### src/hw/xbdec_cfg.svh
`ifndef XBDEC_CFG_SVH
`define XBDEC_CFG_SVH

// ==========================================================
// Fixed windows, upper address bits [23:8]
`define XBDEC_CAN1_PAGE 16'h00EF
`define XBDEC_CAN2_PAGE 16'h00EE
`define XBDEC_RTC_PAGE 16'h00ED
`define XBDEC_PWM_PAGE 16'h00EC
`define XBDEC_MISC_PAGE 16'h00EB
`define XBDEC_I2C_PAGE 16'h00EA
`define XBDEC_ASC_PAGE 16'h00E9
`define XBDEC_SSC_PAGE 16'h00E8
// First RAM area, address bits [23:11]
`define XBDEC_RAM1_BLK 13'h001C
// Test flash block, bits [23:13]
`define XBDEC_TFLASH_BLK 11'h000
// Boot user flash write base, bits [23:16]
`define XBDEC_BOOT_WR_SEG 8'h01
// ==========================================================
// Peripheral enable bit positions
`define XBDEC_EN_CAN1 0
`define XBDEC_EN_CAN2 1
`define XBDEC_EN_RAM1 2
`define XBDEC_EN_RAM2 3
`define XBDEC_EN_RTC 4
`define XBDEC_EN_PWM 6
`define XBDEC_EN_ASC 7
`define XBDEC_EN_SSC 8
`define XBDEC_EN_I2C 9
`define XBDEC_EN_MISC 10
// ==========================================================
// Reset base of second RAM area, bits [23:14]
`define XBDEC_RAM2_BASE_RST 10'h024
// Timing
`define XBDEC_RAM_WAIT 2'h0
`define XBDEC_PERI_WAIT 2'h2
`define XBDEC_CAN_SEG_LINES 4'h4
`define XBDEC_FULL_SEG_LINES 4'h8

`endif

### src/hw/xbdec_pkg.sv
package xbdec_pkg;
  typedef enum logic [3:0] {
    XBDEC_TGT_EXT = 4'h0,
    XBDEC_TGT_RAM1 = 4'h1,
    XBDEC_TGT_RAM2 = 4'h2,
    XBDEC_TGT_CAN1 = 4'h3,
    XBDEC_TGT_CAN2 = 4'h4,
    XBDEC_TGT_RTC = 4'h5,
    XBDEC_TGT_PWM = 4'h6,
    XBDEC_TGT_ASC = 4'h7,
    XBDEC_TGT_SSC = 4'h8,
    XBDEC_TGT_I2C = 4'h9,
    XBDEC_TGT_MISC = 4'hA,
    XBDEC_TGT_TFLASH = 4'hB,
    XBDEC_TGT_FLASH = 4'hC
  } xbdec_target_t;
  typedef enum logic [1:0] {
    XBDEC_IDLE = 2'h0,
    XBDEC_WAIT = 2'h1,
    XBDEC_DONE = 2'h2
  } xbdec_state_t;
endpackage

### src/hw/xbdec_top.sv
// Contract
// RQ1 - First RAM at E000-E7FF when both enabled
// RQ2 - First RAM disabled: range goes external
// RQ3 - Second RAM at programmed base when enabled
// RQ4 - Second RAM base resets to 09'0000h
// RQ5 - Small variant decodes 8K, mirrored per 16K; code leaves upper 8K of the window external
// RQ6 - Large variant decodes 16K, mirrored per 16K
// RQ7 - RAM: 16-bit, zero waits, byte/word
// RQ8 - RAM not stack, registers or bit-addressable
// RQ9 - First CAN at EF00-EFFF, bit 0
// RQ10 - Second CAN at EE00-EEFF, bit 1
// RQ11 - Clock block at ED00-EDFF, bit 4
// RQ12 - PWM at EC00-ECFF, bit 6, words only
// RQ13 - Second async serial at E900, bit 7
// RQ14 - Second sync serial at E800, bit 8
// RQ15 - I2C at EA00-EAFF, bit 9
// RQ16 - Misc registers at EB00-EBFF, bit 10
// RQ17 - Peripherals: word only, two wait states
// RQ18 - CAN in use limits segment lines four
// RQ19 - Disabled peripheral occupies nothing
// RQ20 - One 16M space, byte and word
// RQ21 - Boot mode maps test flash at zero
// RQ22 - Boot flash writes from segment one
// RQ23 - Enabled on-chip region beats external window
// RQ24 - Enabled selects are mutually exclusive
`include "xbdec_cfg.svh"

module xbdec_top #(
  parameter bit LARGE_RAM2 = 1'b0
) (
  input wire logic clock,
  input wire logic rst_b,
  input wire logic req,
  input wire logic [23:0] addr,
  input wire logic wr,
  input wire logic byte_acc,
  input wire logic stack_acc,
  input wire logic bit_acc,
  input wire logic global_xbus_enable,
  input wire logic [10:0] peripheral_enable_config,
  input wire logic boot_mode,
  input wire logic segment_remap_bit,
  input wire logic base_wr,
  input wire logic [9:0] base_wdata,
  output xbdec_pkg::xbdec_target_t target,
  output logic sel_valid,
  output logic ext_sel,
  output logic refused,
  output logic [1:0] wait_states,
  output logic bus16,
  output logic demux,
  output logic done,
  output logic [9:0] second_ram_base_select,
  output logic [3:0] seg_lines,
  output logic [23:0] mapped_addr
);
  import xbdec_pkg::*;

  // ==========================================================
  // Decode helpers
  function automatic logic page_hit(input logic [23:0] a, input logic [15:0] pg);
    page_hit = (a[23:8] == pg);
  endfunction

  function automatic logic en_bit(input logic g, input logic [10:0] cfg, input int idx);
    en_bit = g & cfg[idx];
  endfunction

  xbdec_state_t state;
  xbdec_target_t next_target;
  logic next_refused;
  logic ram2_hit;
  logic [23:0] next_mapped;
  logic [1:0] wait_cnt;
  logic take;

  // Done cycle blocks a still-held request from retaking
  assign take = (state == XBDEC_IDLE) && req && !done;

  // ==========================================================
  // Base register for second RAM area
  always_ff @(posedge clock) begin
    if (!rst_b) begin
      second_ram_base_select <= `XBDEC_RAM2_BASE_RST; // see RQ4
    end else if (base_wr) begin
      second_ram_base_select <= base_wdata; // see RQ3
    end
  end

  // Window: one 16K block at the base, no repeats; small variant uses low 8K
  always_comb begin
    ram2_hit = (addr[23:14] == second_ram_base_select); // see RQ5 see RQ6
    if (!LARGE_RAM2) begin
      ram2_hit = ram2_hit & ~addr[13]; // see RQ5
    end
  end

  // ==========================================================
  // Target decode; on-chip first, external last
  always_comb begin
    next_target = XBDEC_TGT_EXT; // see RQ2 see RQ19 see RQ23
    if (page_hit(addr, `XBDEC_CAN1_PAGE) &&
        en_bit(global_xbus_enable, peripheral_enable_config, `XBDEC_EN_CAN1)) begin
      next_target = XBDEC_TGT_CAN1; // see RQ9
    end else if (page_hit(addr, `XBDEC_CAN2_PAGE) &&
        en_bit(global_xbus_enable, peripheral_enable_config, `XBDEC_EN_CAN2)) begin
      next_target = XBDEC_TGT_CAN2; // see RQ10
    end else if (page_hit(addr, `XBDEC_RTC_PAGE) &&
        en_bit(global_xbus_enable, peripheral_enable_config, `XBDEC_EN_RTC)) begin
      next_target = XBDEC_TGT_RTC; // see RQ11
    end else if (page_hit(addr, `XBDEC_PWM_PAGE) &&
        en_bit(global_xbus_enable, peripheral_enable_config, `XBDEC_EN_PWM)) begin
      next_target = XBDEC_TGT_PWM; // see RQ12
    end else if (page_hit(addr, `XBDEC_ASC_PAGE) &&
        en_bit(global_xbus_enable, peripheral_enable_config, `XBDEC_EN_ASC)) begin
      next_target = XBDEC_TGT_ASC; // see RQ13
    end else if (page_hit(addr, `XBDEC_SSC_PAGE) &&
        en_bit(global_xbus_enable, peripheral_enable_config, `XBDEC_EN_SSC)) begin
      next_target = XBDEC_TGT_SSC; // see RQ14
    end else if (page_hit(addr, `XBDEC_I2C_PAGE) &&
        en_bit(global_xbus_enable, peripheral_enable_config, `XBDEC_EN_I2C)) begin
      next_target = XBDEC_TGT_I2C; // see RQ15
    end else if (page_hit(addr, `XBDEC_MISC_PAGE) &&
        en_bit(global_xbus_enable, peripheral_enable_config, `XBDEC_EN_MISC)) begin
      next_target = XBDEC_TGT_MISC; // see RQ16
    end else if ((addr[23:11] == `XBDEC_RAM1_BLK) &&
        en_bit(global_xbus_enable, peripheral_enable_config, `XBDEC_EN_RAM1)) begin
      next_target = XBDEC_TGT_RAM1; // see RQ1
    end else if (ram2_hit &&
        en_bit(global_xbus_enable, peripheral_enable_config, `XBDEC_EN_RAM2)) begin
      next_target = XBDEC_TGT_RAM2; // see RQ3
    end else if (boot_mode && !wr && (addr[23:13] == `XBDEC_TFLASH_BLK)) begin
      next_target = XBDEC_TGT_TFLASH; // see RQ21
    end else if (boot_mode && wr && (addr[23:16] == `XBDEC_BOOT_WR_SEG)) begin
      next_target = XBDEC_TGT_FLASH; // see RQ22
    end
  end

  // Access type checks
  always_comb begin
    next_refused = 1'b0;
    case (next_target)
      XBDEC_TGT_RAM1, XBDEC_TGT_RAM2: next_refused = stack_acc | bit_acc; // see RQ8
      XBDEC_TGT_EXT, XBDEC_TGT_TFLASH, XBDEC_TGT_FLASH: next_refused = 1'b0; // see RQ20
      default: next_refused = byte_acc; // see RQ12 see RQ17
    endcase
  end

  // Flash address: boot writes land in segment one, offset to zero
  always_comb begin
    next_mapped = addr;
    if (next_target == XBDEC_TGT_FLASH) begin
      next_mapped = {8'h00, addr[15:0]}; // see RQ22
    end
  end

  // ==========================================================
  // Access sequencing
  always_ff @(posedge clock) begin
    if (!rst_b) begin
      state <= XBDEC_IDLE;
      wait_cnt <= 2'h0;
      target <= XBDEC_TGT_EXT;
      sel_valid <= 1'b0;
      ext_sel <= 1'b0;
      refused <= 1'b0;
      wait_states <= 2'h0;
      bus16 <= 1'b0;
      demux <= 1'b0;
      done <= 1'b0;
      mapped_addr <= 24'h000000;
    end else begin
      done <= 1'b0;
      case (state)
        XBDEC_IDLE: begin
          if (take) begin
            target <= next_target;
            mapped_addr <= next_mapped;
            refused <= next_refused;
            ext_sel <= (next_target == XBDEC_TGT_EXT); // see RQ2
            sel_valid <= (next_target != XBDEC_TGT_EXT) & ~next_refused; // see RQ24
            bus16 <= (next_target != XBDEC_TGT_EXT); // see RQ7 see RQ17
            demux <= (next_target != XBDEC_TGT_EXT); // see RQ7 see RQ17
            if ((next_target == XBDEC_TGT_RAM1) || (next_target == XBDEC_TGT_RAM2) ||
                (next_target == XBDEC_TGT_EXT) || (next_target == XBDEC_TGT_TFLASH) ||
                (next_target == XBDEC_TGT_FLASH) || next_refused) begin
              wait_states <= `XBDEC_RAM_WAIT; // see RQ7
              state <= XBDEC_DONE;
            end else begin
              wait_states <= `XBDEC_PERI_WAIT; // see RQ17
              wait_cnt <= `XBDEC_PERI_WAIT - 2'h1;
              state <= XBDEC_WAIT;
            end
          end
        end
        XBDEC_WAIT: begin
          if (wait_cnt == 2'h0) begin
            state <= XBDEC_DONE;
          end else begin
            wait_cnt <= wait_cnt - 2'h1;
          end
        end
        XBDEC_DONE: begin
          done <= 1'b1;
          sel_valid <= 1'b0;
          ext_sel <= 1'b0;
          state <= XBDEC_IDLE;
        end
        default: state <= XBDEC_IDLE;
      endcase
    end
  end

  // Segment line limit when any CAN is in use
  always_ff @(posedge clock) begin
    if (!rst_b) begin
      seg_lines <= `XBDEC_FULL_SEG_LINES;
    end else if (en_bit(global_xbus_enable, peripheral_enable_config, `XBDEC_EN_CAN1) ||
                 en_bit(global_xbus_enable, peripheral_enable_config, `XBDEC_EN_CAN2)) begin
      seg_lines <= `XBDEC_CAN_SEG_LINES; // see RQ18
    end else begin
      seg_lines <= `XBDEC_FULL_SEG_LINES;
    end
  end

  // ==========================================================
  // Checks
  AST_CAN1_SEL: assert property (@(posedge clock) disable iff (!rst_b) // see RQ9
    (take && addr[23:8] == 16'h00EF && global_xbus_enable &&
     peripheral_enable_config[0]) |=> target == XBDEC_TGT_CAN1)
    else $error("first CAN not selected");
  AST_RAM1_OFF: assert property (@(posedge clock) disable iff (!rst_b) // see RQ2
    (take && addr[23:11] == 13'h001C && !global_xbus_enable)
    |=> target == XBDEC_TGT_EXT)
    else $error("disabled first RAM not external");
  AST_RAM1_ON: assert property (@(posedge clock) disable iff (!rst_b) // see RQ1
    (take && addr[23:11] == 13'h001C && global_xbus_enable &&
     peripheral_enable_config[2]) |=> target == XBDEC_TGT_RAM1)
    else $error("first RAM not selected");
  AST_PERI_WAIT: assert property (@(posedge clock) disable iff (!rst_b) // see RQ17
    (take && next_target == XBDEC_TGT_RTC && !byte_acc)
    |=> !done ##1 !done ##1 !done ##1 done)
    else $error("peripheral wait count wrong");
  AST_RAM_FAST: assert property (@(posedge clock) disable iff (!rst_b) // see RQ7
    (take && next_target == XBDEC_TGT_RAM1 && !stack_acc && !bit_acc)
    |=> wait_states == 2'h0 ##1 done)
    else $error("RAM access not zero wait");
  AST_BYTE_PERI: assert property (@(posedge clock) disable iff (!rst_b) // see RQ12
    (take && next_target == XBDEC_TGT_PWM && byte_acc)
    |=> refused && !sel_valid)
    else $error("byte access to PWM accepted");
  AST_BASE_RST: assert property (@(posedge clock) // see RQ4
    !rst_b |=> second_ram_base_select == 10'h024)
    else $error("second RAM base reset wrong");
  AST_SEG_CAN: assert property (@(posedge clock) disable iff (!rst_b) // see RQ18
    (global_xbus_enable && peripheral_enable_config[1]) |=> seg_lines == 4'h4)
    else $error("segment lines not limited");
  AST_BOOT_TF: assert property (@(posedge clock) disable iff (!rst_b) // see RQ21
    (take && !boot_mode && addr[23:13] == 11'h000)
    |=> target != XBDEC_TGT_TFLASH)
    else $error("test flash visible in user mode");
  AST_DISABLED: assert property (@(posedge clock) disable iff (!rst_b) // see RQ19
    (take && addr[23:8] == 16'h00EA && !peripheral_enable_config[9])
    |=> target == XBDEC_TGT_EXT)
    else $error("disabled I2C occupies space");

  // ==========================================================
  // Further decode and timing checks
  AST_CAN2_SEL: assert property (@(posedge clock) disable iff (!rst_b) // see RQ10
    (take && addr[23:8] == 16'h00EE && global_xbus_enable && peripheral_enable_config[1])
    |=> target == XBDEC_TGT_CAN2)
    else $error("second CAN not selected");
  AST_RTC_SEL: assert property (@(posedge clock) disable iff (!rst_b) // see RQ11
    (take && addr[23:8] == 16'h00ED && global_xbus_enable && peripheral_enable_config[4])
    |=> target == XBDEC_TGT_RTC)
    else $error("clock block not selected");
  AST_PWM_SEL: assert property (@(posedge clock) disable iff (!rst_b) // see RQ12
    (take && addr[23:8] == 16'h00EC && global_xbus_enable && peripheral_enable_config[6])
    |=> target == XBDEC_TGT_PWM)
    else $error("PWM not selected");
  AST_ASC_SEL: assert property (@(posedge clock) disable iff (!rst_b) // see RQ13
    (take && addr[23:8] == 16'h00E9 && global_xbus_enable && peripheral_enable_config[7])
    |=> target == XBDEC_TGT_ASC)
    else $error("second async serial not selected");
  AST_SSC_SEL: assert property (@(posedge clock) disable iff (!rst_b) // see RQ14
    (take && addr[23:8] == 16'h00E8 && global_xbus_enable && peripheral_enable_config[8])
    |=> target == XBDEC_TGT_SSC)
    else $error("second sync serial not selected");
  AST_I2C_SEL: assert property (@(posedge clock) disable iff (!rst_b) // see RQ15
    (take && addr[23:8] == 16'h00EA && global_xbus_enable && peripheral_enable_config[9])
    |=> target == XBDEC_TGT_I2C)
    else $error("I2C not selected");
  AST_MISC_SEL: assert property (@(posedge clock) disable iff (!rst_b) // see RQ16
    (take && addr[23:8] == 16'h00EB && global_xbus_enable && peripheral_enable_config[10])
    |=> target == XBDEC_TGT_MISC)
    else $error("misc registers not selected");
  AST_RAM2_SEL: assert property (@(posedge clock) disable iff (!rst_b) // see RQ3
    (take && addr[23:14] == second_ram_base_select && addr[23:16] != 8'h00 &&
     (LARGE_RAM2 || !addr[13]) && global_xbus_enable && peripheral_enable_config[3])
    |=> target == XBDEC_TGT_RAM2)
    else $error("second RAM not selected");
  AST_RAM2_SMALL: assert property (@(posedge clock) disable iff (!rst_b) // see RQ5
    (take && !LARGE_RAM2 && addr[23:14] == second_ram_base_select && addr[13])
    |=> target != XBDEC_TGT_RAM2)
    else $error("small second RAM decodes upper half");
  AST_RAM2_OFF: assert property (@(posedge clock) disable iff (!rst_b) // see RQ3
    (take && addr[23:14] == second_ram_base_select && addr[23:16] != 8'h00 && !boot_mode &&
     !(global_xbus_enable && peripheral_enable_config[3])) |=> target == XBDEC_TGT_EXT)
    else $error("disabled second RAM not external");
  AST_RAM_REFUSE: assert property (@(posedge clock) disable iff (!rst_b) // see RQ8
    (take && addr[23:11] == 13'h001C && global_xbus_enable && peripheral_enable_config[2] &&
     (stack_acc || bit_acc)) |=> refused && !sel_valid)
    else $error("stack or bit access to RAM accepted");
  AST_RAM1_ACCEPT: assert property (@(posedge clock) disable iff (!rst_b) // see RQ7
    (take && addr[23:11] == 13'h001C && global_xbus_enable && peripheral_enable_config[2] &&
     !stack_acc && !bit_acc) |=> sel_valid && !refused)
    else $error("plain RAM access refused");
  AST_PERI_TIMING: assert property (@(posedge clock) disable iff (!rst_b) // see RQ17
    (sel_valid && !(target inside {XBDEC_TGT_RAM1, XBDEC_TGT_RAM2, XBDEC_TGT_TFLASH,
     XBDEC_TGT_FLASH})) |-> wait_states == 2'h2 && bus16 && demux)
    else $error("peripheral timing wrong");
  AST_RAM_TIMING: assert property (@(posedge clock) disable iff (!rst_b) // see RQ7
    (sel_valid && (target inside {XBDEC_TGT_RAM1, XBDEC_TGT_RAM2}))
    |-> wait_states == 2'h0 && bus16 && demux)
    else $error("RAM timing wrong");
  AST_ONE_SEL: assert property (@(posedge clock) disable iff (!rst_b) // see RQ24
    !(sel_valid && ext_sel))
    else $error("on-chip and external select together");
  AST_EXT_BYTE: assert property (@(posedge clock) disable iff (!rst_b) // see RQ20
    (take && !global_xbus_enable && !boot_mode)
    |=> target == XBDEC_TGT_EXT && ext_sel && !refused)
    else $error("external access not accepted");
  AST_BOOT_WR: assert property (@(posedge clock) disable iff (!rst_b) // see RQ22
    (take && boot_mode && wr && addr[23:16] == 8'h01 && addr[23:14] != second_ram_base_select)
    |=> target == XBDEC_TGT_FLASH && mapped_addr[23:16] == 8'h00)
    else $error("boot flash write not mapped");
  AST_SEG_FULL: assert property (@(posedge clock) disable iff (!rst_b) // see RQ18
    !global_xbus_enable |=> seg_lines == 4'h8)
    else $error("segment lines limited without CAN");
  AST_DONE_PULSE: assert property (@(posedge clock) disable iff (!rst_b) // see RQ7
    done |=> !done)
    else $error("done longer than one cycle");

  COV_PERI: cover property (@(posedge clock) state == XBDEC_WAIT ##2 done);
  COV_RAM2: cover property (@(posedge clock) target == XBDEC_TGT_RAM2 && done);
  COV_EXT: cover property (@(posedge clock) ext_sel);
  COV_BOOT: cover property (@(posedge clock) target == XBDEC_TGT_FLASH);
  COV_REFUSED: cover property (@(posedge clock) refused && done);
endmodule

### config.mk
export PLATFORM = sky130hd
export DESIGN_NAME = xbdec_top
export DESIGN_NICKNAME = d
export VERILOG_FILES = /design/src/hw/xbdec_pkg.sv /design/src/hw/xbdec_top.sv
export VERILOG_INCLUDE_DIRS = /design/src /design/src/hw
export SDC_FILE = /design/constraint.sdc
export NUM_CORES = 1
export LEC_CHECK = 0
export BUFFER_PORTS_ARGS = -buffer_cell sky130_fd_sc_hd__buf_2
export CAP_MARGIN = 40
export CORE_MARGIN = 3
export CORE_UTILIZATION = 47
export DETAILED_ROUTE_END_ITERATION = 8
export GPL_ROUTABILITY_DRIVEN = 0
export PLACE_DENSITY = 0.87
export SLEW_MARGIN = 20
export SYNTH_ARGS = -nofsm -noshare
export SYNTH_HDL_FRONTEND = slang
export SYNTH_SLANG_ARGS = --single-unit
### constraint.sdc
create_clock -name clock -period 2.7 [get_ports clock]
set_clock_uncertainty 0.1 [all_clocks]
set_input_delay 0.54 -clock clock [delete_from_list [all_inputs] [get_ports clock]]
set_output_delay 0.54 -clock clock [all_outputs]
set_load 0.05 [all_outputs]
# Word-level counts from Yosys, hierarchy flattened
# Cells that the tools add are included.
[totals]
out_inout_bits = 50
in_bits = 56
reg_bits = 53
wordCells = 115
[classes]
n_addsub = 1
n_reduce_logical = 37
n_bitwise = 15
eq_ne = 21
mux = 29
[ops]
columns = ["operator", "count"]
rows = [
  ["$eq A16 B8 Y1 const B", 8],
  ["$mux W4", 13],
  ["$mux W24", 1],
  ["$logic_and A1 B1 Y1", 16],
  ["$mux W2", 7],
  ["$eq A13 B5 Y1 const B", 1],
  ["$and A1 B1 Y1", 12],
  ["$logic_not A11 Y1", 1],
  ["$eq A10 B10 Y1", 1],
  ["$eq A4 B4 Y1 const B", 2],
  ["$eq A8 B1 Y1 const B", 1],
  ["$ne A2 B2 Y1 const B", 4],
  ["$pmux W2 S2", 2],
  ["$logic_or A1 B1 Y1", 6],
  ["$pmux W1 S2", 3],
  ["$reduce_and A2 Y1", 3],
  ["$eq A4 B1 Y1 const B", 1],
  ["$eq A4 B2 Y1 const B", 1],
  ["$logic_not A2 Y1", 2],
  ["$logic_not A4 Y1", 1],
  ["$reduce_and A4 Y1", 1],
  ["$reduce_bool A2 Y1", 2],
  ["$reduce_bool A4 Y1", 1],
  ["$mux W1", 3],
  ["other kinds (8)", 10],
]

# Longest topological paths before layout
[depth]
ltp_word = 23
ltp_mapped = 8
mapped_depth_nobuf = 7

# Least setup slack after synthesis
# Ideal clock, no wire load.
[synth_path]
kind = "input-to-reg"
from = "in addr[23]"
to = "reg sel_valid"
t_arrival_ps = 2039
setup_slack_ps = 440
required_ps = 2478
n_path_buf = 0
setup_time_ps = 122
stages = 7
path_cell_list = "or4_4 -> nor4_2 -> nand3_2 -> a41oi_2 -> a21oi_2 -> a22oi_2 -> nor2_1"
[synth_between]
elab_chain_len = 21
word_cells_on_any_way = 50
classes_between = "eq/ne: 15; mux: 15; bitwise: 3; reduce/logical: 17"
[synth_rtl]
columns = ["element", "line_no", "text"]
rows = [
  ["start, declared", "xbdec_top.sv:34", "input wire logic [23:0] addr,"],
  ["$eq A8 B1 Y1 (no source line)", "-", ""],
  ["$logic_and A1 B1 Y1", "xbdec_top.sv:134", "end else if (boot_mode && wr && (addr[23:16] == `XBDEC_BOOT_WR_SEG)) begin"],
  ["$mux W4", "xbdec_top.sv:134", ""],
  ["$mux W4", "xbdec_top.sv:132", "end else if (boot_mode && !wr && (addr[23:13] == `XBDEC_TFLASH_BLK)) begin"],
  ["$mux W4", "xbdec_top.sv:129", "end else if (ram2_hit &&"],
  ["$mux W4", "xbdec_top.sv:126", "end else if ((addr[23:11] == `XBDEC_RAM1_BLK) &&"],
  ["$mux W4", "xbdec_top.sv:123", "end else if (page_hit(addr, `XBDEC_MISC_PAGE) &&"],
  ["$mux W4", "xbdec_top.sv:120", "end else if (page_hit(addr, `XBDEC_I2C_PAGE) &&"],
  ["[5 not listed]", "-", ""],
  ["$mux W4 *", "xbdec_top.sv:102", "if (page_hit(addr, `XBDEC_CAN1_PAGE) &&"],
  ["$eq A4 B4 Y1, or another cell as far along", "xbdec_top.sv:142", "case (next_target)"],
  ["$reduce_or A3 Y1 or $reduce_or A2 Y1 (tied branches)", "xbdec_top.sv:142", ""],
  ["$pmux W1 S2", "xbdec_top.sv:142", ""],
  ["$not A1 Y1", "xbdec_top.sv:181", "sel_valid <= (next_target != XBDEC_TGT_EXT) & ~next_refused;"],
  ["$and A1 B1 Y1 *", "xbdec_top.sv:181", ""],
  ["$mux W1 *", "xbdec_top.sv:176", "if (take) begin"],
  ["$pmux W1 S2 *", "xbdec_top.sv:174", "case (state)"],
  ["end signal, assigned", "xbdec_top.sv:181", ""],
  ["end, declared", "xbdec_top.sv:46", "output logic sel_valid,"],
]
# Mark *: on every way between the ends. The rest lies on a longest branch, timed or not. The select of a mux whose other input is x is not followed.
# A chain may end at the register's enable or synchronous reset.

# Final worst setup path
# Ends and elaborated chain as after synthesis.

==> flow_summary.yaml <==
status:
  outcome: "finished clean"
floorplan:
  die_h_um: 76.5
  core_area_sq_um: 4750
  row_count: 25
  total_die_area_sq_um: 5850
  floorplan.initialDensity: 0.491
  dieWidth_um: 76.5
  design.portCount: 106
logic_synthesis:
  netlist-cell-type-count: 57
  synth_ff_type: "sky130_fd_sc_hd__dfxtp_1"
  synth_edf_count: 0
  synth_async_sr_flop_share: 0
  yosys_register_bits: 50
  syn_area_cell_sq_um: 8.30
  post_synth_instance_area_sq_um: 2330
  synth.top_cells.by_area: "sky130_fd_sc_hd__dfxtp_1 (43%), sky130_fd_sc_hd__nand2_1 (9.2%), sky130_fd_sc_hd__a21oi_1 (6.2%), sky130_fd_sc_hd__mux2i_1 (5.1%), sky130_fd_sc_hd__xnor2_1 (3.8%)"
  synthDominantAreaCellType: "sky130_fd_sc_hd__dfxtp_1"
  syn-instance-count: 281
  synthDominantCellAreaShare: 0.429
  seq_area_frac_synth: 0.429
  yosysWarningCount: 0
grt:
  gr-total-overflow: 0
  gr-usage-all-layers: 0.212
  first_global_vias: 2158
  antenna_found_initial: 0
  largest_net_degree_at_the_start_of_global_routing: 38
  grt_first_pass_wirelength_mm: 10.1
cells_and_area:
  most-common-layout-cells: "sky130_fd_sc_hd__buf_2 (100), sky130_fd_sc_hd__nand2_1 (57), sky130_fd_sc_hd__dfxtp_1 (50)"
  diodes: 0
  final_common_cell: "sky130_fd_sc_hd__buf_2"
  final_util: 0.626
  layout.nets: 431
  layout_overhead_on_the_synthesized_area_pct: 27.6
  layout.cells.non_filler: 442
  share_of_layout_cells_above_drive_strength_1: 0.333
power_and_ir_drop:
  peakVddDrop_mv: 0.287
  power-per-cell-area_nw_per_um2: 590
  power_leakage_nw: 1.38
  design_power_total_w: 0.00176
worst_setup_path:
  cp_top_family: "simple AND/OR/NAND/NOR gates"
  critical_path.cell_chain: "buf_2 -> or4_4 -> nor4_2 -> nand3_2 -> a41oi_2 -> a21oi_2 -> a22oi_2 -> nor2_1"
  worst_ep_required_time_ns: 2.80
  worst-path-max-fanout: 4
  setup.worst_path.start_class: "input port"
  crit_path_end_kind: "flop"
  crit_arrival_ns: 2.31
  slowest_stage: "sky130_fd_sc_hd__or4_4"
  timing.critical_path.slowest_cell_delay_ns: 0.57
  critical_path.reg2reg.startpoint: "second_ram_base_select[9]$_SDFFE_PN0P_"
  critical_path_buffers_and_inverters: 1
  critPathKind: "input port to flop"
  worst_setup_path_startpoint: "addr[23]"
cts:
  cts-buffers-inserted: 5
  clock_sinks: 50
  clk_root_buffer_cell: "sky130_fd_sc_hd__clkbuf_8"
  clk-insertion-delay-late_ns: 0.31
  tritoncts: "built"
  setup_bufs_post_cts: 0
  post_cts_hold_buffer_count: 0
  clock_tree.htree_level_count: 2
  worst_setup_hold_path_clk_slew_ns: 0.09
  cts_buffer_depth: 2
  cts-resized-gates: 0
place:
  port_buffers: 100
  dp_hpwl_mm: 4.70
  placed_cells_incl_taps: 434
sta:
  rsz0062_at_grt: "no"
  finalSetupViolations: 0
  fin_tns_setup_ns: 0
  finalHoldViolations: 0
  fmaxAchievable_mhz: 452
  worstMarginPinSlew_ns: 0.640
  final_min_period_over_clock_period: 0.819
  report.final.slew_viol_count: 0
  max-slew-margin-rel: 0.573
  final_period_minus_worst_setup_slack_ns: 2.21
detailed_routing:
  drt-initial-drc-count: 176
  wl_mm: 6.15
  drtPass1Iterations: 4
  detail_route.drc_violations: 0
  ant_nets: 0
  vias_per_cell: 5.23
  wl_per_cell_um: 13.9
  num_vias: 2310
min_path:
  hold_path_class: "input port to flop"
  holdCritStartpoint: "base_wdata[5]"
flow_run:
  drv.max_cap_violation_count: 0
==> cell families after synthesis <==
kind of cell,after synthesis,synth area share
compound gates,59,0.162
xor+xnor,10,0.0375
fa+ha+maj,1,0.00536
buf+inv,25,0.0466
flops,50,0.429
mux,14,0.0611
other cells,1,0.00161
simple gates,121,0.257
==> worst paths after layout <==
| check | endpoint | slack (ns) | cells after the start |
|---|---|---|---|
| min reg2reg | mapped_addr[7]$_SDFFE_PN0P_ | 0.35 | 2 |
| min | second_ram_base_select[5]$_SDFFE_PN1P_ | 0.35 | 3 |
| max | sel_valid$_SDFFE_PN0P_ | 0.49 | 8 |
| max reg2reg | ext_sel$_SDFFE_PN0P_ | 0.67 | 6 |
==> worst register-to-register path, stage by stage, from the launching register on <==
cell                       delay, ns
sky130_fd_sc_hd__dfxtp_1        0.34
sky130_fd_sc_hd__xnor2_1        0.23
sky130_fd_sc_hd__nand4_1        0.13
sky130_fd_sc_hd__or3_1          0.50
sky130_fd_sc_hd__a21oi_2        0.21
sky130_fd_sc_hd__nand4_1        0.18
sky130_fd_sc_hd__a211oi_1       0.26
==> through the flow <==
stage	hold slack (ns)	setup WS (ns)	instance area [sq um]
floorplan	0.341	0.440	2340
finish	0.348	0.490	2980
detailed placement	0.343	0.166	2860
global route	0.351	0.382	2980
CTS	0.348	0.497	2980
global placement	0.339	0.204	2860
==> routing by layer <==
layer  wire length, um  global-route usage
met1              2600               0.264
met2              2940               0.360
met3               515              0.0473
met4                95              0.0761
met5                 0                   0
==> synth_stat cells (2+ instances only) <==
master and instances:
sky130_fd_sc_hd__and3_1 2, sky130_fd_sc_hd__buf_4 4, sky130_fd_sc_hd__o211ai_1 2, sky130_fd_sc_hd__a211oi_1 2
sky130_fd_sc_hd__a21oi_2 2, sky130_fd_sc_hd__nor2_1 22, sky130_fd_sc_hd__nand3_1 5, sky130_fd_sc_hd__nand2_1 57
sky130_fd_sc_hd__dfxtp_1 50, sky130_fd_sc_hd__inv_1 6, sky130_fd_sc_hd__nand4_1 6, sky130_fd_sc_hd__mux2i_1 12
sky130_fd_sc_hd__nand2b_1 2, sky130_fd_sc_hd__nor3_1 7, sky130_fd_sc_hd__and2_1 3, sky130_fd_sc_hd__a21oi_1 29
sky130_fd_sc_hd__or3_1 2, sky130_fd_sc_hd__a31oi_1 2, sky130_fd_sc_hd__o21ai_0 6, sky130_fd_sc_hd__clkbuf_1 13
sky130_fd_sc_hd__o21ai_1 2, sky130_fd_sc_hd__xnor2_1 10
==> cell type report <==
cell class                 count  area, sq um
fill                         442         1780
multi-input combinational    208         1240
sequential                    50         1000
timing repair buffer         102          515
tap                           67         83.8
clock buffer                   5         68.8
clock inverter                 3         45.0
inverter                       7         26.3
==> power by group <==
part | internal, W | switching (W) | total (W) | leakage [nW]
registers | 0.000780 | 0.0000247 | 0.000805 | 0.411
logic | 0.000118 | 0.000297 | 0.000415 | 0.919
clock network | 0.000276 | 0.000261 | 0.000536 | 0.0504
total | 0.00117 | 0.000583 | 0.00176 | 1.38
==> state kept, by name (all words and copies together), names as in the netlist <==
name and flops:
demux 1, done 1, ext_sel 1, mapped_addr 24, refused 1, second_ram_base_select 10
seg_lines 2, sel_valid 1, state 2, target 4, wait_cnt 2, wait_states 1
Power figures use the tool's default switching activity.
